## src/tsfc_pkg.sv

```systemverilog
// Constants, field layouts and carrier types for the start-up and fail-safe clock block.
// Assumes one 10 MHz system clock; every other clock reaches the block as a sampled pin.
`default_nettype none

package tsfc_pkg;

    // =====================================================================
    // Timing
    localparam int CLK_PERIOD_NS = 100;
    localparam int T_WARM_NS = 2000;
    localparam int WARM_CYC = (T_WARM_NS + CLK_PERIOD_NS - 1) / CLK_PERIOD_NS;
    localparam int T_PLL_LOCK_NS = 2000000;
    localparam int PLL_LOCK_CYC_DEF = (T_PLL_LOCK_NS + CLK_PERIOD_NS - 1) / CLK_PERIOD_NS;
    localparam logic [7:0] WARM_LAST = 8'(WARM_CYC - 1);
    localparam int OST_COUNT = 1024;
    localparam logic [10:0] OST_LAST = 11'(OST_COUNT - 1);
    localparam logic [5:0] SAMP_RISE_AT = 6'h1f;
    localparam logic [5:0] SAMP_FALL_AT = 6'h3f;

    // =====================================================================
    // Register map
    localparam logic [7:0] OFF_CTRL = 8'h00;
    localparam logic [7:0] OFF_STAT = 8'h04;
    localparam logic [7:0] OFF_FLAG = 8'h08;
    localparam logic [7:0] OFF_IE = 8'h0c;
    localparam int STAT_STARTUP_TIMEOUT_STATUS = 0;
    localparam int STAT_FAILSAFE = 1;
    localparam int STAT_SEL_EXT = 2;
    localparam int STAT_PLL_READY = 3;
    localparam int FLAG_BIT = 0;
    localparam int IE_BIT = 0;
    localparam int CTRL_RSVD_BIT = 2;

    localparam logic [1:0] SCS_CFG = 2'h0;
    localparam logic [1:0] SCS_T1 = 2'h1;
    localparam int SCS_INT_BIT = 1;
    localparam logic [3:0] IFS_RST = 4'h7;
    localparam logic [3:0] IFS_32M = 4'he;
    localparam logic [2:0] IFS_LF_HI = 3'h0;
    localparam int IFS_HF_BIT = 3;

    localparam logic [2:0] MODE_LP = 3'h0;
    localparam logic [2:0] MODE_XT = 3'h1;
    localparam logic [2:0] MODE_HS = 3'h2;
    localparam logic [2:0] MODE_EC = 3'h3;
    localparam logic [2:0] MODE_INT = 3'h4;
    localparam logic [2:0] MODE_RC = 3'h5;

    localparam logic [1:0] SRC_INT = 2'h0;
    localparam logic [1:0] SRC_CFG = 2'h1;
    localparam logic [1:0] SRC_T1 = 2'h2;

    // =====================================================================
    // Types
    typedef enum logic [2:0] {
        ST_POWERUP_TIMER, ST_WARM, ST_OST, ST_WAIT_INT, ST_HOLD, ST_EXT, ST_INT, ST_SLEEP
    } tsfc_state_t;

    typedef enum logic [1:0] {BAND_LF, BAND_MF, BAND_HF} tsfc_band_t;

    typedef struct packed {
        logic soft_pll_enable;
        logic [3:0] ifs;
        logic rsvd;
        logic [1:0] system_clock_select;
    } tsfc_ctrl_t;

    localparam tsfc_ctrl_t CTRL_RST = '{soft_pll_enable: 1'b0, ifs: IFS_RST, rsvd: 1'b0, system_clock_select: SCS_CFG};

    typedef struct packed {
        logic psel;
        logic penable;
        logic pwrite;
        logic [7:0] paddr;
        logic [31:0] pwdata;
    } tsfc_apb_req_t;

    typedef struct packed {
        logic [31:0] prdata;
        logic pready;
        logic pslverr;
    } tsfc_apb_rsp_t;

    typedef struct packed {
        logic internal_external_switchover;
        logic failsafe_monitor_enable;
        logic config_pll_enable;
        logic powerup_timer_en;
        logic [2:0] osc_mode;
    } tsfc_cfg_t;

    typedef struct packed {
        tsfc_state_t st;
        tsfc_ctrl_t ctrl;
        logic [1:0] scs_prev;
        logic flag;
        logic ie;
        logic failsafe;
        logic startup_timeout_status;
        logic [1:0] src;
        logic sel_ext;
        logic clk_hold;
        logic cpu_hold;
        logic pll_on;
        logic pll_ready;
        logic [14:0] pll_cnt;
        tsfc_band_t band;
        logic f32m;
        logic irq;
        logic [2:0] ext_s;
        logic [2:0] int_s;
        logic [2:0] lf_s;
        logic [5:0] div;
        logic latch;
        logic [10:0] ost_cnt;
        logic [7:0] warm_cnt;
        tsfc_apb_rsp_t rsp;
    } tsfc_st_t;

endpackage

`default_nettype wire

```

## src/tsfc_top.sv

```systemverilog
// Two-speed start-up sequencer, fail-safe clock monitor and oscillator control register.
// Assumes an APB master on i_mclk, configuration bits that are static, and the three
// oscillator clocks arriving as pins that are far slower than i_mclk.
`default_nettype none

module tsfc_top
    import tsfc_pkg::*;
#(
    parameter int PLL_LOCK_CYC = PLL_LOCK_CYC_DEF
) (
    input wire logic i_mclk,
    input wire logic i_rst_n,
    input wire tsfc_apb_req_t i_apb,
    output tsfc_apb_rsp_t o_apb,
    input wire tsfc_cfg_t i_cfg,
    input wire logic i_ext_clk,
    input wire logic i_int_clk,
    input wire logic i_lf_clk,
    input wire logic i_powerup_timer_done,
    input wire logic i_sleep,
    input wire logic i_wake,
    output logic o_sel_ext,
    output logic o_clk_hold,
    output logic [1:0] o_clk_src,
    output logic o_startup_timeout_status,
    output logic o_failsafe,
    output logic o_cpu_hold,
    output logic o_pll_on,
    output logic o_pll_ready,
    output logic [3:0] o_freq_sel,
    output tsfc_band_t o_band,
    output logic o_f32m,
    output logic o_irq
);

    tsfc_st_t cur;
    tsfc_st_t nxt;

    logic ext_fall;
    logic int_fall;
    logic lf_rise;
    logic samp_rise;
    logic samp_fall;
    logic xtal;
    logic ts_en;
    logic mon_on;
    logic fail;
    logic start;
    logic acc;
    logic wr_now;
    logic flag_clr;

    function automatic tsfc_band_t band_of(input logic [3:0] ifs);
        if (ifs[IFS_HF_BIT]) begin
            band_of = BAND_HF;
        end else if (ifs[3:1] == IFS_LF_HI) begin
            band_of = BAND_LF;
        end else begin
            band_of = BAND_MF;
        end
    endfunction

    // =====================================================================
    // Next-state logic
    always_comb begin
        nxt = cur;
        start = 1'b0;
        // The pins are sampled by i_mclk, so an external clock must stay well below 5 MHz.
        nxt.ext_s = {cur.ext_s[1:0], i_ext_clk};
        nxt.int_s = {cur.int_s[1:0], i_int_clk};
        nxt.lf_s = {cur.lf_s[1:0], i_lf_clk};
        ext_fall = cur.ext_s[2] & ~cur.ext_s[1];
        int_fall = cur.int_s[2] & ~cur.int_s[1];
        lf_rise = ~cur.lf_s[2] & cur.lf_s[1];
        if (lf_rise) begin
            nxt.div = cur.div + 6'h01;
        end
        samp_rise = lf_rise && (cur.div == SAMP_RISE_AT);
        samp_fall = lf_rise && (cur.div == SAMP_FALL_AT);
        if (samp_rise) begin
            nxt.latch = 1'b0;
        end
        if (ext_fall) begin
            nxt.latch = 1'b1;
        end
        xtal = (i_cfg.osc_mode == MODE_LP) || (i_cfg.osc_mode == MODE_XT)
            || (i_cfg.osc_mode == MODE_HS);
        ts_en = (i_cfg.internal_external_switchover || i_cfg.failsafe_monitor_enable) && (cur.ctrl.system_clock_select == SCS_CFG) && xtal;
        mon_on = i_cfg.failsafe_monitor_enable && (cur.st == ST_EXT) && !cur.failsafe;
        // A low external edge in the checking cycle itself still counts as alive.
        fail = mon_on && samp_fall && !cur.latch && !ext_fall;
        case (cur.st)
            ST_POWERUP_TIMER: begin
                if (!i_cfg.powerup_timer_en || i_powerup_timer_done) begin
                    start = 1'b1;
                end
            end
            ST_WARM: begin
                nxt.warm_cnt = cur.warm_cnt + 8'h01;
                if (cur.warm_cnt == WARM_LAST) begin
                    nxt.st = ST_OST;
                end
            end
            ST_OST: begin
                if (ext_fall) begin
                    nxt.ost_cnt = cur.ost_cnt + 11'h001;
                    if (cur.ost_cnt == OST_LAST) begin
                        nxt.st = ST_WAIT_INT;
                    end
                end
            end
            ST_WAIT_INT: begin
                if (int_fall) begin
                    nxt.startup_timeout_status = 1'b1;
                    nxt.clk_hold = 1'b1;
                    nxt.st = ST_HOLD;
                end
            end
            ST_HOLD: begin
                if (ext_fall) begin
                    nxt.clk_hold = 1'b0;
                    nxt.st = ST_EXT;
                    nxt.src = SRC_CFG;
                    nxt.failsafe = 1'b0;
                end
            end
            ST_EXT: begin
                if (fail) begin
                    nxt.failsafe = 1'b1;
                    nxt.st = ST_INT;
                    nxt.src = SRC_INT;
                    nxt.startup_timeout_status = 1'b0;
                end
            end
            ST_INT: begin
                nxt.st = ST_INT;
            end
            ST_SLEEP: begin
                if (i_wake) begin
                    start = 1'b1;
                end
            end
            default: begin
                nxt.st = ST_POWERUP_TIMER;
            end
        endcase
        nxt.scs_prev = cur.ctrl.system_clock_select;
        if ((cur.ctrl.system_clock_select != cur.scs_prev) && (cur.st != ST_SLEEP) && (cur.st != ST_POWERUP_TIMER)) begin
            start = 1'b1;
        end
        if (start) begin
            nxt.startup_timeout_status = 1'b0;
            nxt.clk_hold = 1'b0;
            nxt.warm_cnt = '0;
            nxt.ost_cnt = '0;
            nxt.src = SRC_INT;
            if (cur.ctrl.system_clock_select[SCS_INT_BIT]) begin
                nxt.st = ST_INT;
                nxt.failsafe = 1'b0;
            end else if (cur.ctrl.system_clock_select == SCS_T1) begin
                nxt.st = ST_EXT;
                nxt.src = SRC_T1;
                nxt.failsafe = 1'b0;
            end else if (xtal) begin
                // Fail-safe stays set until the restarted start-up switches to the external clock in ST_HOLD.
                nxt.st = ST_WARM;
            end else if (i_cfg.osc_mode == MODE_INT) begin
                nxt.st = ST_INT;
                nxt.failsafe = 1'b0;
            end else begin
                nxt.st = ST_EXT;
                nxt.src = SRC_CFG;
                nxt.startup_timeout_status = 1'b1;
                nxt.failsafe = 1'b0;
            end
        end
        if (i_sleep) begin
            nxt.st = ST_SLEEP;
            nxt.startup_timeout_status = 1'b0;
            nxt.failsafe = 1'b0;
            nxt.clk_hold = 1'b0;
        end
        // Without two-speed start-up the core waits for the timer instead of running.
        nxt.cpu_hold = !ts_en && ((nxt.st == ST_WARM) || (nxt.st == ST_OST)
            || (nxt.st == ST_WAIT_INT) || (nxt.st == ST_HOLD));
        nxt.sel_ext = (nxt.st == ST_EXT);
        // =================================================================
        // APB slave: one wait state; read data is captured on the edge that raises ready, the write on the edge that ends the transfer.
        acc = i_apb.psel && i_apb.penable && !cur.rsp.pready;
        wr_now = i_apb.psel && i_apb.penable && i_apb.pwrite && cur.rsp.pready;
        nxt.rsp = '0;
        if (acc) begin
            nxt.rsp.pready = 1'b1;
            case (i_apb.paddr)
                OFF_CTRL: begin
                    nxt.rsp.prdata[7:0] = cur.ctrl;
                    nxt.rsp.prdata[CTRL_RSVD_BIT] = 1'b0;
                end
                OFF_STAT: begin
                    nxt.rsp.prdata[STAT_STARTUP_TIMEOUT_STATUS] = cur.startup_timeout_status;
                    nxt.rsp.prdata[STAT_FAILSAFE] = cur.failsafe;
                    nxt.rsp.prdata[STAT_SEL_EXT] = cur.sel_ext;
                    nxt.rsp.prdata[STAT_PLL_READY] = cur.pll_ready;
                end
                OFF_FLAG: begin
                    nxt.rsp.prdata[FLAG_BIT] = cur.flag;
                end
                OFF_IE: begin
                    nxt.rsp.prdata[IE_BIT] = cur.ie;
                end
                default: begin
                    nxt.rsp.pslverr = 1'b1;
                end
            endcase
        end
        flag_clr = 1'b0;
        if (wr_now) begin
            case (i_apb.paddr)
                OFF_CTRL: begin
                    nxt.ctrl = i_apb.pwdata[7:0];
                    nxt.ctrl.rsvd = 1'b0;
                end
                OFF_FLAG: begin
                    flag_clr = i_apb.pwdata[FLAG_BIT] && !cur.failsafe;
                end
                OFF_IE: begin
                    nxt.ie = i_apb.pwdata[IE_BIT];
                end
                default: begin
                    nxt.ie = cur.ie;
                end
            endcase
        end
        if (flag_clr) begin
            nxt.flag = 1'b0;
        end
        if (fail) begin
            nxt.flag = 1'b1;
        end
        nxt.irq = nxt.flag && nxt.ie;
        // =================================================================
        // PLL and internal frequency
        nxt.pll_on = i_cfg.config_pll_enable || nxt.ctrl.soft_pll_enable;
        if (!nxt.pll_on) begin
            nxt.pll_cnt = '0;
            nxt.pll_ready = 1'b0;
        end else if (cur.pll_cnt != 15'(PLL_LOCK_CYC - 1)) begin
            nxt.pll_cnt = cur.pll_cnt + 15'h0001;
        end else begin
            nxt.pll_ready = 1'b1;
        end
        nxt.band = band_of(nxt.ctrl.ifs);
        nxt.f32m = (nxt.ctrl.ifs == IFS_32M) && nxt.pll_on;
    end

    // =====================================================================
    // State register
    always_ff @(posedge i_mclk or negedge i_rst_n) begin
        if (!i_rst_n) begin
            cur <= '0;
            cur.ctrl <= CTRL_RST;
        end else begin
            cur <= nxt;
        end
    end
    assign o_apb = cur.rsp;
    assign o_sel_ext = cur.sel_ext;
    assign o_clk_hold = cur.clk_hold;
    assign o_clk_src = cur.src;
    assign o_startup_timeout_status = cur.startup_timeout_status;
    assign o_failsafe = cur.failsafe;
    assign o_cpu_hold = cur.cpu_hold;
    assign o_pll_on = cur.pll_on;
    assign o_pll_ready = cur.pll_ready;
    assign o_freq_sel = cur.ctrl.ifs;
    assign o_band = cur.band;
    assign o_f32m = cur.f32m;
    assign o_irq = cur.irq;
endmodule

`default_nettype wire

```

## config.mk

```make
export PLATFORM = sky130hd
export DESIGN_NAME = tsfc_top
export DESIGN_NICKNAME = d
export VERILOG_FILES = /design/src/tsfc_pkg.sv /design/src/tsfc_top.sv
export SDC_FILE = /design/constraint.sdc
export NUM_CORES = 1
export LEC_CHECK = 0
export BUFFER_PORTS_ARGS = -buffer_cell sky130_fd_sc_hd__buf_4
export CAP_MARGIN = 20
export CORE_MARGIN = 10
export CORE_UTILIZATION = 35
export DETAILED_ROUTE_END_ITERATION = 7
export SLEW_MARGIN = 15
export SYNTH_ARGS = -nofsm -noshare
export SYNTH_HDL_FRONTEND = slang
export SYNTH_SLANG_ARGS = --single-unit
```

## constraint.sdc

```tcl
create_clock -name i_mclk -period 2.5 [get_ports i_mclk]
set_input_delay 0.25 -clock i_mclk [delete_from_list [all_inputs] [get_ports i_mclk]]
set_output_delay 0.25 -clock i_mclk [all_outputs]
set_load 0.1 [all_outputs]
```

Yosys cells after proc, flatten, opt, wreduce, memory -nomap -nowiden
Index checks and enable logic that the tools add are counted.
{ "word_totals": {"register_bits": 87, "in_bits": 58, "out_inout_bits": 51, "elab_cells": 186} }
{ "classes": {"n_addsub": 4, "eq_ne": 34, "muxes": 61, "bitwise": 6, "reduce_logical": 52} }
{ "op_table": {"columns": ["operator", "n"], "rows": [
  ["2-to-1 mux 3 bit", 13],
  ["2-to-1 mux 8 bit", 3],
  ["2-to-1 mux 1 bit", 22],
  ["2-to-1 mux 11 bit", 2],
  ["equality test 3 bit, second input constant", 7],
  ["logical AND 1 bit", 19],
  ["2-to-1 mux 19 bit", 1],
  ["one-hot mux 3 bit (6 select lines)", 1],
  ["equality test 8 x 4 -> 1 bit, second input constant", 2],
  ["2-to-1 mux 16 bit", 1],
  ["2-to-1 mux 4 bit", 4],
  ["adder 15 x 1 -> 15 bit, second input constant", 1],
  ["equality test 3 x 2 -> 1 bit, second input constant", 5],
  ["2-to-1 mux 15 bit", 1],
  ["inequality test 15 bit, second input constant", 1],
  ["inequality test 4 bit, second input constant", 3],
  ["adder 11 x 1 -> 11 bit, second input constant", 1],
  ["equality test 11 x 10 -> 1 bit, second input constant", 1],
  ["2-to-1 mux 10 bit", 1],
  ["2-to-1 mux 2 bit", 5],
  ["equality test 3 x 1 -> 1 bit, second input constant", 3],
  ["logical NOT 3 bit", 3],
  ["inequality test 3 bit, second input constant", 3],
  ["AND reduction 3 bit", 3],
  ["other kinds (26)", 51]
]} }

Depth between registers and ports, before layout
Gate-level depths: netlist of the first run.
{ "logic_depth": {"ltp_word": 15, "ltp_mapped": 8} }

Worst setup path before layout of the first run
OpenSTA, ideal clock, no wires.
{ "synth_timing": {"kind": "register -> register", "start": "reg cur (netlist bit o_failsafe)", "end": "reg cur (netlist bit o_startup_timeout_status)", "setup_time_ns": 0.125, "arrival_time_ns": 1.749, "t_required_ns": 2.375, "slack_ns": 0.626, "path_stages_with_launch": 6, "path_buffers": 0, "cell_sequence": "dfrtp_1 -> nand4bb_1 -> nor2_1 -> nand4_1 -> a211oi_1 -> nor3_1"} }
{ "synth_via": {"elab_chain_cells": 7} }
{ "synth_lines": {"columns": ["item", "line", "source"], "rows": [
  ["from (decl)", "tsfc_top.sv:36", "tsfc_st_t cur;"],
  ["from (signal assigned)", "tsfc_top.sv:263", "cur <= nxt;"],
  ["logical NOT 1 bit", "tsfc_top.sv:89", "mon_on = i_cfg.failsafe_monitor_enable && (cur.st == ST_EXT) && !cur.failsafe;"],
  ["logical AND 1 bit", "tsfc_top.sv:89", null],
  ["logical AND 1 bit (3 in a row)", "tsfc_top.sv:91", "fail = mon_on && samp_fall && !cur.latch && !ext_fall;"],
  ["inequality test 4 bit (no source line)", null, null],
  ["AND reduction 3 bit (no source line)", null, null]
]} }
Every way passes these cells.
A chain may end at the register's enable or synchronous reset.

==> metrics.txt, run 1 <==
# TYPE chip_impl_metric gauge
chip_impl_info{name="critical_path.reg2reg.endpoint",value="o_cpu_hold"} 1
chip_impl_info{name="path_cells",value="nor2_1, nand4_2, nor4_2, nor3_1, o311a_1"} 1
chip_impl_metric{name="final-max-slew-violation-count",unit=""} 0
chip_impl_metric{name="count_of_flip_flops_with_a_built_in_enable_after_synthesis",unit=""} 0
chip_impl_metric{name="setup_slack",unit="ps"} 411
chip_impl_metric{name="report.final.hold_viol_count",unit=""} 0
chip_impl_metric{name="grt_pass1_wl",unit="mm"} 14.3
chip_impl_metric{name="finalCoreUtilization",unit="%"} 41.6
chip_impl_metric{name="postSynth.asyncResetShare",unit="%"} 100
chip_impl_info{name="synth_area_leaders",value="sky130_fd_sc_hd__dfrtp_1 (49%), sky130_fd_sc_hd__buf_4 (7.8%), sky130_fd_sc_hd__nor2_1 (4.5%), sky130_fd_sc_hd__xnor2_1 (3.9%), sky130_fd_sc_hd__xor2_1 (3.1%)"} 1
chip_impl_metric{name="critical_path.max_stage_delay",unit="ps"} 520
chip_impl_metric{name="placement.io_buffers",unit=""} 59
chip_impl_metric{name="critical_path_data_required_time",unit="ps"} 2720
chip_impl_metric{name="worst_slew_margin_rel",unit="%"} 56.9
chip_impl_metric{name="yosysSeqAreaShare",unit="%"} 50.9
chip_impl_info{name="ranking_of_synthesized_cells_by_instance_count",value="sky130_fd_sc_hd__dfrtp_1 (83), sky130_fd_sc_hd__nor2_1 (51), sky130_fd_sc_hd__buf_4 (44)"} 1
chip_impl_metric{name="nFillCells",unit=""} 1172
chip_impl_metric{name="critical_path.n_buffers_inverters",unit=""} 0
chip_impl_info{name="synth.largest_area_cell",value="sky130_fd_sc_hd__dfrtp_1"} 1
chip_impl_metric{name="routed_via_density",unit=""} 4.84
chip_impl_metric{name="finalWorstPathRequiredPeriod",unit="ps"} 2090
chip_impl_metric{name="antenna-diode-count",unit=""} 0
chip_impl_metric{name="post_cts.resized_instances",unit=""} 0
chip_impl_metric{name="drtIter0Drc",unit=""} 236
chip_impl_metric{name="route.antenna.remaining_nets",unit=""} 0
chip_impl_metric{name="post-place-ws",unit="ps"} 448
chip_impl_metric{name="final_net_count",unit=""} 512
chip_impl_info{name="type_of_the_worst_min_delay_path",value="primary input to flip-flop"} 1
chip_impl_info{name="cpMaxStageDelayCell",value="sky130_fd_sc_hd__dfrtp_1"} 1
chip_impl_metric{name="seq_area",unit="sq um"} 2160
chip_impl_info{name="ys_dominant_reg_cell",value="sky130_fd_sc_hd__dfrtp_1"} 1
chip_impl_metric{name="power-per-cell-area",unit="nW/um^2"} 700
chip_impl_metric{name="grt.total_usage",unit="%"} 10.6
chip_impl_info{name="crit_path_end_kind",value="flip-flop"} 1
chip_impl_info{name="hold_path.startpoint",value="i_int_clk"} 1
chip_impl_info{name="min_delay_worst_endpoint",value="cur[63]"} 1
chip_impl_metric{name="critical_path.max_fanout",unit=""} 13
chip_impl_metric{name="boundaryPins",unit=""} 109
chip_impl_metric{name="ys_types",unit=""} 61
chip_impl_metric{name="clock_skew",unit="ps"} 6.68
chip_impl_metric{name="grt_pass1_vias",unit=""} 2867
chip_impl_info{name="setup.worst_path.start_class",value="flip-flop"} 1
chip_impl_metric{name="power.static_leakage",unit="nW"} 2.31
chip_impl_metric{name="start_util",unit="%"} 35.6
chip_impl_metric{name="cts_buffers",unit=""} 9
chip_impl_metric{name="finalWirelength",unit="mm"} 8.90
chip_impl_info{name="library_cell_with_the_highest_instance_count_after_synthesis",value="sky130_fd_sc_hd__dfrtp_1"} 1
chip_impl_metric{name="post-synth-top-area-fraction",unit="%"} 49.0
chip_impl_metric{name="drv_cap",unit=""} 0
chip_impl_metric{name="detail_route.first_pass.iterations",unit=""} 4
chip_impl_metric{name="finalWeightedCongestion",unit=""} 0.821
chip_impl_info{name="rr_startpoint",value="cur[111]"} 1
chip_impl_metric{name="synthesized_instance_count",unit=""} 401
chip_impl_metric{name="insertion_delay",unit="ps"} 340
chip_impl_metric{name="multi_input_comb_area",unit="sq um"} 1780
chip_impl_metric{name="cts.reportedPaths.clkPinSlew",unit="ps"} 60
chip_impl_metric{name="cts.path.max_buffers",unit=""} 2
chip_impl_metric{name="timing.critical_path.arrival",unit="ps"} 2300
chip_impl_metric{name="clock_sink_count",unit=""} 86
chip_impl_metric{name="finalCritPeriodShare",unit="%"} 83.5
chip_impl_metric{name="count_of_h_tree_levels_built_during_cts",unit=""} 3
chip_impl_info{name="unrepaired_setup_endpoints_after_global_routing",value="false"} 1
chip_impl_info{name="critical_path_class",value="flip-flop to flip-flop"} 1
chip_impl_metric{name="grt_antenna_before_repair",unit=""} 0
chip_impl_metric{name="die-height",unit="um"} 130
chip_impl_metric{name="die_ar",unit="sq um"} 16900
chip_impl_metric{name="wire_per_inst",unit="um"} 14.8
chip_impl_metric{name="ys_warn_count",unit=""} 0
chip_impl_metric{name="hold_path_depth",unit=""} 1
chip_impl_metric{name="detailed_place_hpwl",unit="mm"} 6.69
chip_impl_metric{name="actual_slew_at_the_worst_max_slew_pin",unit="ps"} 647
chip_impl_info{name="tritoncts",value="yes"} 1
chip_impl_metric{name="timing.reg2reg.worst_path_depth",unit=""} 5
chip_impl_metric{name="postSynthAreaPerCell",unit="sq um"} 10.6
chip_impl_metric{name="finalHoldWorstSlack",unit="ps"} 20.5
chip_impl_metric{name="power",unit="mW"} 3.47
chip_impl_metric{name="areaGrowthSynthToFinish",unit="%"} 17.1
chip_impl_metric{name="achievable-frequency",unit="GHz"} 0.479
chip_impl_metric{name="ys_seq_elements",unit=""} 86
chip_impl_metric{name="coreArea",unit="sq um"} 11900
chip_impl_metric{name="largest_net_degree_at_the_start_of_global_routing",unit=""} 50
chip_impl_info{name="cts.root.buffer_cell",value="sky130_fd_sc_hd__clkbuf_16"} 1
chip_impl_metric{name="setup_viol_count_final",unit=""} 0
chip_impl_metric{name="synthesis.area",unit="sq um"} 4240
chip_impl_metric{name="core.rowCount",unit=""} 40
chip_impl_metric{name="drc",unit=""} 0
chip_impl_metric{name="dr_vias",unit=""} 2914
chip_impl_info{name="run_status",value="complete, no violations"} 1
chip_impl_metric{name="vdd.ir_drop.worst",unit="V"} 0.000409
chip_impl_info{name="critPathTopFamily",value="simple AND/OR/NAND/NOR gates"} 1
chip_impl_metric{name="chipWidth",unit="um"} 130
chip_impl_metric{name="timing.reg2reg.setup_slack",unit="ps"} 410
chip_impl_metric{name="finalSetupTns",unit="ps"} 0
chip_impl_metric{name="drive_above_1_share",unit="%"} 21.3
chip_impl_metric{name="grt_remaining_overflow",unit=""} 0
[layout make-up]
cell class / count / share of cell area [%]
clock buffer: 10 / 4.82
clock inverter: 6 / 1.39
inverter: 8 / 0.605
multi-input combinational: 280 / 35.9
sequential: 86 / 43.5
tap: 147 / 3.71
timing repair buffer: 65 / 10.1
[placed cells by master, fill, tap and decap left out, drive strengths merged, types with 2 or more instances in the layout]
master / instances
mux2: 8
and3: 4
clkbuf: 10
xnor2: 19
or3: 6
a21boi: 3
nor2: 51
conb: 24
dfrtp: 83
xor2: 15
dfstp: 3
a21o: 2
a211oi: 2
nand2: 22
and3b: 2
mux2i: 7
buf: 64
nor2b: 7
nand2b: 7
a31oi: 2
nand3: 13
o21ai: 8
and4: 2
nand4: 15
clkinv: 2
and2: 4
ha: 4
nand3b: 2
inv: 10
nor3b: 2
nor3: 13
a21oi: 7
or2: 2
nor4: 9
[worst max-delay path by stage]
stage                     slack, ps                  endpoint        from  depth (start not counted)
final                           410                o_cpu_hold    cur[111]                          5
after global routing            210                 o_sel_ext    cur[111]                          5
after global placement          500                o_failsafe    cur[111]                          5
after floorplan                 630  o_startup_timeout_status  o_failsafe                          5
after detailed placement        450                o_cpu_hold     cur[67]                          5
after CTS                       450                 o_sel_ext     cur[67]                          5
[through the flow]
step | area (sq um) | cells
2_1_floorplan | 4320 | 424
3_3_place_gp | 4640 | 585
3_5_place_dp | 4640 | 585
4_1_cts | 4960 | 602
5_1_grt | 4960 | 602
6_report | 4960 | 602
[worst reg2reg max path: cells and delay by family (launching register included)]
family / cells / cell delay, ps
flip-flops: 1 / 520
AO/OA/AOI/OAI: 1 / 360
AND/OR/NAND/NOR: 4 / 1090
[flip-flops by register name (all words and copies together) (netlist names), 2 cells and up]
signal	flops
o_freq_sel	3
o_apb	10
o_band	2
cur	60
o_clk_src	2
[logic make-up (layout without fill, tap and decap cells)]
group                      count (synthesis)  after routing  synth area share (%)
AOI/OAI and AO/OA                         35             35                  5.61
xor gates and xnor gates                  34             34                  7.03
adders and majority gates                  4              4                  1.18
buffers and inverters                     58             89                  9.15
DFF                                       86             86                  50.9
muxes                                     16             16                  4.31
other                                      1             24                0.0885
and+or+nand+nor                          167            167                  21.8
[repair_timing]
item / 4_1_cts / 5_1_grt
setup buffers: 0 / 0
hold endpoints to repair: 48 / 0
hold buffers: 1 / 0
[metal layers]
metal / wire length (um) / global-route usage [%] / part of all wire [%]
met4: 136 / 4.10 / 1.5
met2: 4290 / 16.6 / 48
met1: 3920 / 13.3 / 44
met5: 0 / 0 / 0
met3: 545 / 3.57 / 6.1
[power by group]
group | total [mW] | leakage [nW] | internal, mW | switching, mW
combinational | 0.581 | 1.03 | 0.153 | 0.427
sequential | 1.54 | 1.13 | 1.47 | 0.0716
clock | 1.35 | 0.149 | 0.807 | 0.543
Note: power is estimated with default switching activity, not from simulation.
==> run 2: changes to the inputs <==
Clock period 2.5 ns to 1.7 ns, I/O delays scaled along.
==> metrics.txt, run 2 (synthesized netlist as in run 1, its figures left out) <==
# TYPE chip_impl_metric gauge
chip_impl_metric{name="boundaryPins",unit=""} 109
chip_impl_metric{name="drv_cap",unit=""} 0
chip_impl_info{name="top_register",value="cur"} 1
chip_impl_info{name="failed_checks",value="setup timing"} 1
chip_impl_metric{name="power.static_leakage",unit="nW"} 2.56
chip_impl_metric{name="detail_route.first_pass.iterations",unit=""} 4
chip_impl_info{name="path_cells",value="buf_4, or3_4, o22ai_4, a31o_4, buf_12, o31ai_1"} 1
chip_impl_metric{name="critical_path.n_buffers_inverters",unit=""} 2
chip_impl_metric{name="finalHoldWorstSlack",unit="ps"} 55.0
chip_impl_metric{name="antenna-diode-count",unit=""} 0
chip_impl_metric{name="finalCritPeriodShare",unit="%"} 100
chip_impl_metric{name="clock_sink_count",unit=""} 86
chip_impl_info{name="setup.worst_path.start_class",value="flip-flop"} 1
chip_impl_metric{name="coreArea",unit="sq um"} 11900
chip_impl_metric{name="route.antenna.remaining_nets",unit=""} 0
chip_impl_metric{name="drive_above_1_share",unit="%"} 33.1
chip_impl_metric{name="clock_skew",unit="ps"} 6.28
chip_impl_metric{name="grt_remaining_overflow",unit=""} 0
chip_impl_info{name="type_of_the_worst_min_delay_path",value="primary input to flip-flop"} 1
chip_impl_metric{name="setup_slack",unit="ps"} -1.80
chip_impl_metric{name="areaGrowthSynthToFinish",unit="%"} 30.8
chip_impl_metric{name="dr_vias",unit=""} 3106
chip_impl_info{name="mostFrequentLayoutCells",value="sky130_fd_sc_hd__buf_4 (102), sky130_fd_sc_hd__dfrtp_1 (82), sky130_fd_sc_hd__nor2_1 (49)"} 1
chip_impl_info{name="cts.root.buffer_cell",value="sky130_fd_sc_hd__clkbuf_16"} 1
chip_impl_metric{name="largest_register_ffs",unit=""} 60
chip_impl_metric{name="finalWeightedCongestion",unit=""} 0.864
chip_impl_metric{name="grt_pass1_wl",unit="mm"} 15.4
chip_impl_metric{name="critical_path_data_required_time",unit="ps"} 1910
chip_impl_info{name="critical_path_class",value="flip-flop to flip-flop"} 1
chip_impl_metric{name="timing.reg2reg.worst_path_depth",unit=""} 6
chip_impl_metric{name="grt_antenna_before_repair",unit=""} 0
chip_impl_metric{name="setup_viol_count_final",unit=""} 1
chip_impl_metric{name="cts.reportedPaths.clkPinSlew",unit="ps"} 60
chip_impl_metric{name="final_net_count",unit=""} 558
chip_impl_info{name="crit_path_end_kind",value="flip-flop"} 1
chip_impl_metric{name="grt.total_usage",unit="%"} 11.3
chip_impl_info{name="crit_end",value="o_sel_ext"} 1
chip_impl_metric{name="power-per-cell-area",unit="nW/um^2"} 972
chip_impl_info{name="cpMaxStageDelayCell",value="sky130_fd_sc_hd__dfrtp_1"} 1
chip_impl_metric{name="drtIter0Drc",unit=""} 108
chip_impl_metric{name="routed_via_density",unit=""} 4.79
chip_impl_metric{name="chipWidth",unit="um"} 130
chip_impl_metric{name="timing.critical_path.depth",unit=""} 6
chip_impl_info{name="run_status",value="finished with violations"} 1
chip_impl_metric{name="critical_path.max_fanout",unit=""} 19
chip_impl_metric{name="count_of_h_tree_levels_built_during_cts",unit=""} 3
chip_impl_metric{name="largest_net_degree_at_the_start_of_global_routing",unit=""} 48
chip_impl_info{name="critical_path.reg2reg.endpoint",value="o_sel_ext"} 1
chip_impl_metric{name="timing.critical_path.arrival",unit="ps"} 1910
chip_impl_metric{name="grt_pass1_vias",unit=""} 3208
chip_impl_info{name="critPathTopFamily",value="compound AO/OA/AOI/OAI gates"} 1
chip_impl_info{name="unrepaired_setup_endpoints_after_global_routing",value="true"} 1
chip_impl_metric{name="finalWorstPathRequiredPeriod",unit="ps"} 1700
chip_impl_metric{name="finalSetupTns",unit="ps"} -1.80
chip_impl_metric{name="wire_per_inst",unit="um"} 14.8
chip_impl_metric{name="die-height",unit="um"} 130
chip_impl_metric{name="core.rowCount",unit=""} 40
chip_impl_metric{name="detailed_place_hpwl",unit="mm"} 7.44
chip_impl_metric{name="placement.io_buffers",unit=""} 59
chip_impl_metric{name="report.final.hold_viol_count",unit=""} 0
chip_impl_metric{name="timing.reg2reg.setup_slack",unit="ps"} -2
chip_impl_metric{name="achievable-frequency",unit="GHz"} 0.588
chip_impl_metric{name="critical_path.max_stage_delay",unit="ps"} 390
chip_impl_metric{name="cts_buffers",unit=""} 9
chip_impl_metric{name="cts.path.max_buffers",unit=""} 2
chip_impl_metric{name="finalWirelength",unit="mm"} 9.61
chip_impl_metric{name="post-place-ws",unit="ps"} -127
chip_impl_metric{name="vdd.ir_drop.worst",unit="V"} 0.000391
chip_impl_metric{name="nFillCells",unit=""} 1110
chip_impl_metric{name="die_ar",unit="sq um"} 16900
chip_impl_metric{name="drc",unit=""} 0
chip_impl_metric{name="insertion_delay",unit="ps"} 330
chip_impl_info{name="layout_commonest_cell",value="sky130_fd_sc_hd__buf_4"} 1
chip_impl_info{name="tritoncts",value="yes"} 1
chip_impl_info{name="worst_setup_path_startpoint",value="cur[110]"} 1
chip_impl_metric{name="final-max-slew-violation-count",unit=""} 0
chip_impl_metric{name="seq_area",unit="sq um"} 2160
chip_impl_metric{name="multi_input_comb_area",unit="sq um"} 1960
chip_impl_metric{name="start_util",unit="%"} 35.6
chip_impl_info{name="rr_startpoint",value="cur[110]"} 1
chip_impl_metric{name="finalCoreUtilization",unit="%"} 46.5
-- run 2: cell types whose count changed in the layout (fill, tap and decap cells not counted), moves of 3 or more --
cell                            change
sky130_fd_sc_hd__buf_4             +39
sky130_fd_sc_hd__nor3_1             -4
sky130_fd_sc_hd__nor3_2             +4
sky130_fd_sc_hd__buf_6              +3
sky130_fd_sc_hd__dlygate4sd3_1      +3
sky130_fd_sc_hd__nor4_1             -3
-- run 2: worst min-delay path by stage --
stage | slack [ps] | endpoint | cells after the start | startpoint
final | 60 | o_clk_hold | 2 | i_sleep
after global routing | 50 | o_startup_timeout_status | 2 | i_sleep
after CTS | 40 | o_clk_hold | 2 | i_sleep
after detailed placement | 50 | cur[60] | 1 | i_rst_n
after global placement | 40 | cur[61] | 1 | i_rst_n
after floorplan | -130 | cur[100] | 0 | i_rst_n
-- run 2: per-stage QoR --
step                cell area, sq um  cells  power (mW)
global route                    5540    648        5.62
CTS                             5410    645        5.40
floorplan                       4360    424        2.98
finish                          5540    648        5.39
global placement                4990    625        3.19
detailed placement              4990    625        3.23
-- run 2: metal layers --
metal  track usage [%]  up-vias  share of wire [%]
li1                  -     1514                  -
met1              14.0     1525                 45
met2              18.5       61                 49
met3              3.12        6                5.4
met4              4.17        0               0.88
met5                 0        -                  0
-- run 2: power by group --
part / internal, mW / leakage [nW] / switching (mW)
logic: 0.303 / 1.28 / 0.691
registers: 2.16 / 1.13 / 0.0987
clock network: 1.34 / 0.159 / 0.799
total: 3.80 / 2.56 / 1.59
-- run 2: repair_timing --
action	in CTS	in global routing
endpoints found under the hold margin	31	0
pin swaps	3	7
setup buffers	0	3
hold buffers	4	0
resized for setup	8	23
endpoints found under the setup margin	5	33
-- run 2: layout make-up --
type / count / share of cell area, %
clock inverter: 6 / 1.69
sequential: 86 / 38.9
tap: 147 / 3.32
clock buffer: 10 / 4.31
multi-input combinational: 280 / 35.4
inverter: 8 / 0.542
timing repair buffer: 111 / 15.9
==> run 3: changes to the inputs <==
Settings changed: RECOVER_POWER set to 25.
==> metrics.txt, run 3 (synthesized netlist as in run 1, its figures left out) <==
# TYPE chip_impl_metric gauge
chip_impl_info{name="run_status",value="finished with violations"} 1
chip_impl_info{name="failed_checks",value="setup timing"} 1
chip_impl_metric{name="vdd.ir_drop.worst",unit="V"} 0.000391
chip_impl_metric{name="grt_pass1_vias",unit=""} 3208
chip_impl_metric{name="drtIter0Drc",unit=""} 97
chip_impl_metric{name="achievable-frequency",unit="GHz"} 0.588
chip_impl_metric{name="dr_vias",unit=""} 3103
chip_impl_metric{name="power-per-cell-area",unit="nW/um^2"} 974
chip_impl_metric{name="post-place-cells",unit=""} 625
chip_impl_info{name="top_register",value="cur"} 1
chip_impl_metric{name="detail_route.first_pass.iterations",unit=""} 4
chip_impl_info{name="setup.worst_path.start_class",value="flip-flop"} 1
chip_impl_metric{name="grt_pass1_wl",unit="mm"} 15.4
chip_impl_metric{name="insertion_delay",unit="ps"} 330
chip_impl_info{name="critical_path_class",value="flip-flop to flip-flop"} 1
chip_impl_metric{name="detailed_place_hpwl",unit="mm"} 7.44
chip_impl_metric{name="chipWidth",unit="um"} 130
chip_impl_metric{name="finalWorstPathRequiredPeriod",unit="ps"} 1700
chip_impl_metric{name="report.final.hold_viol_count",unit=""} 0
chip_impl_info{name="unrepaired_setup_endpoints_after_global_routing",value="true"} 1
chip_impl_metric{name="worst_slew_margin_rel",unit="%"} 45.4
chip_impl_metric{name="largest_register_ffs",unit=""} 60
chip_impl_metric{name="clock_sink_count",unit=""} 86
chip_impl_metric{name="power",unit="mW"} 5.39
chip_impl_metric{name="grt_remaining_overflow",unit=""} 0
chip_impl_metric{name="finalCoreUtilization",unit="%"} 46.4
chip_impl_metric{name="count_of_h_tree_levels_built_during_cts",unit=""} 3
chip_impl_info{name="type_of_the_worst_min_delay_path",value="primary input to flip-flop"} 1
chip_impl_metric{name="nFillCells",unit=""} 1112
chip_impl_metric{name="finalWirelength",unit="mm"} 9.60
chip_impl_metric{name="grt_antenna_before_repair",unit=""} 0
chip_impl_metric{name="route.antenna.remaining_nets",unit=""} 0
chip_impl_metric{name="cts.path.max_buffers",unit=""} 2
chip_impl_info{name="path_cells",value="buf_4, or3_4, o22ai_4, a31o_4, buf_12, o31ai_1"} 1
chip_impl_metric{name="critical_path_data_required_time",unit="ps"} 1910
chip_impl_metric{name="cts_buffers",unit=""} 9
chip_impl_metric{name="final_instance_area",unit="sq um"} 5530
chip_impl_metric{name="cts.reportedPaths.clkPinSlew",unit="ps"} 60
chip_impl_info{name="layout_commonest_cell",value="sky130_fd_sc_hd__buf_4"} 1
chip_impl_info{name="mostFrequentLayoutCells",value="sky130_fd_sc_hd__buf_4 (97), sky130_fd_sc_hd__dfrtp_1 (82), sky130_fd_sc_hd__nor2_1 (49)"} 1
chip_impl_metric{name="die-height",unit="um"} 130
chip_impl_metric{name="seq_area",unit="sq um"} 2160
chip_impl_metric{name="hold_path_depth",unit=""} 2
chip_impl_metric{name="die_ar",unit="sq um"} 16900
chip_impl_metric{name="multi_input_comb_area",unit="sq um"} 1960
chip_impl_metric{name="start_util",unit="%"} 35.6
chip_impl_metric{name="finalWeightedCongestion",unit=""} 0.864
chip_impl_metric{name="antenna-diode-count",unit=""} 0
chip_impl_metric{name="finalCritPeriodShare",unit="%"} 100
chip_impl_metric{name="final_net_count",unit=""} 558
chip_impl_metric{name="boundaryPins",unit=""} 109
chip_impl_metric{name="critical_path.max_fanout",unit=""} 19
chip_impl_metric{name="finalHoldWorstSlack",unit="ps"} 55.0
chip_impl_metric{name="setup_viol_count_final",unit=""} 1
chip_impl_metric{name="drc",unit=""} 0
chip_impl_metric{name="timing.reg2reg.worst_path_depth",unit=""} 6
chip_impl_metric{name="wire_per_inst",unit="um"} 14.8
chip_impl_metric{name="critical_path.max_stage_delay",unit="ps"} 390
chip_impl_metric{name="areaGrowthSynthToFinish",unit="%"} 30.4
chip_impl_info{name="tritoncts",value="yes"} 1
chip_impl_metric{name="actual_slew_at_the_worst_max_slew_pin",unit="ps"} 818
chip_impl_metric{name="drv_cap",unit=""} 0
chip_impl_metric{name="dpl_cell_area",unit="sq um"} 4990
chip_impl_metric{name="clock_skew",unit="ps"} 6.28
chip_impl_metric{name="power.static_leakage",unit="nW"} 2.55
chip_impl_info{name="cts.root.buffer_cell",value="sky130_fd_sc_hd__clkbuf_16"} 1
chip_impl_metric{name="largest_net_degree_at_the_start_of_global_routing",unit=""} 48
chip_impl_metric{name="setup_slack",unit="ps"} -1.80
chip_impl_info{name="crit_path_end_kind",value="flip-flop"} 1
chip_impl_metric{name="grt.total_usage",unit="%"} 11.3
chip_impl_metric{name="routed_via_density",unit=""} 4.79
chip_impl_info{name="cpMaxStageDelayCell",value="sky130_fd_sc_hd__dfrtp_1"} 1
chip_impl_metric{name="core.rowCount",unit=""} 40
chip_impl_metric{name="final-max-slew-violation-count",unit=""} 0
chip_impl_metric{name="timing.critical_path.arrival",unit="ps"} 1910
chip_impl_metric{name="drive_above_1_share",unit="%"} 32.7
chip_impl_metric{name="coreArea",unit="sq um"} 11900
chip_impl_metric{name="placement.io_buffers",unit=""} 59
chip_impl_metric{name="instances_no_fill",unit=""} 648
-- run 3: cell types whose count changed in the layout (fill, tap and decap cells not counted), sizes merged --
cell,delta
clkbuf,+5
buf,-5
-- run 3: routing by layer --
layer | wire length [um] | part of all wire [%] | track usage, % | vias up
met2 | 4700 | 49 | 18.5 | 61
met5 | 0 | 0 | 0 | -
li1 | - | - | - | 1514
met1 | 4310 | 45 | 14.0 | 1522
met3 | 516 | 5.4 | 3.12 | 6
met4 | 85 | 0.89 | 4.17 | 0
-- run 3: area by class of cell --
class	instances	share of cell area, %
clock inverters	6	1.70
inverters	8	0.543
flip-flops and latches	86	39.0
multi-input cells	280	35.5
repair buffers	111	15.6
clock buffers	10	4.32
well taps	147	3.33
-- run 3: worst paths after layout --
| kind | startpoint | endpoint | slack, ps |
|---|---|---|---|
| worst max-delay path | cur[110] | o_sel_ext | -2 |
| worst min-delay path | i_sleep | o_clk_hold | 60 |
| worst max register to register | cur[110] | o_sel_ext | -2 |
| worst min register to register | cur[63] | cur[64] | 350 |
| max in group asynchronous | i_rst_n | o_freq_sel[1] | 330 |
| min in group asynchronous | i_rst_n | cur[49] | 450 |
-- run 3: critical path: cells and delay by family, from the launching register on --
kind	cells	cell delay (ps)
compound gates	3	500
buf+inv	2	310
simple gates	1	370
flops	1	390
-- run 3: power by group --
| group | switching [mW] | leakage, nW | internal, mW | total, mW |
|---|---|---|---|---|
| registers | 0.0987 | 1.13 | 2.16 | 2.26 |
| clock network | 0.799 | 0.159 | 1.34 | 2.14 |
| logic | 0.691 | 1.26 | 0.299 | 0.990 |
-- run 3: what timing repair did --
action	CTS	global route
hold endpoints to repair	31	0
gates resized for setup	8	23
hold buffers	4	0
buffers inserted	0	3
pin swaps	3	7
endpoints found under the setup margin	5	33
-- run 3: per-stage QoR --
step	TNS, ps	setup WS [ps]
after floorplan	-260	-44.8
after global routing	-883	-102
final	-1.80	-1.80
after global placement	-58.0	-31.0
after detailed placement	-339	-127
after CTS	0	3.80
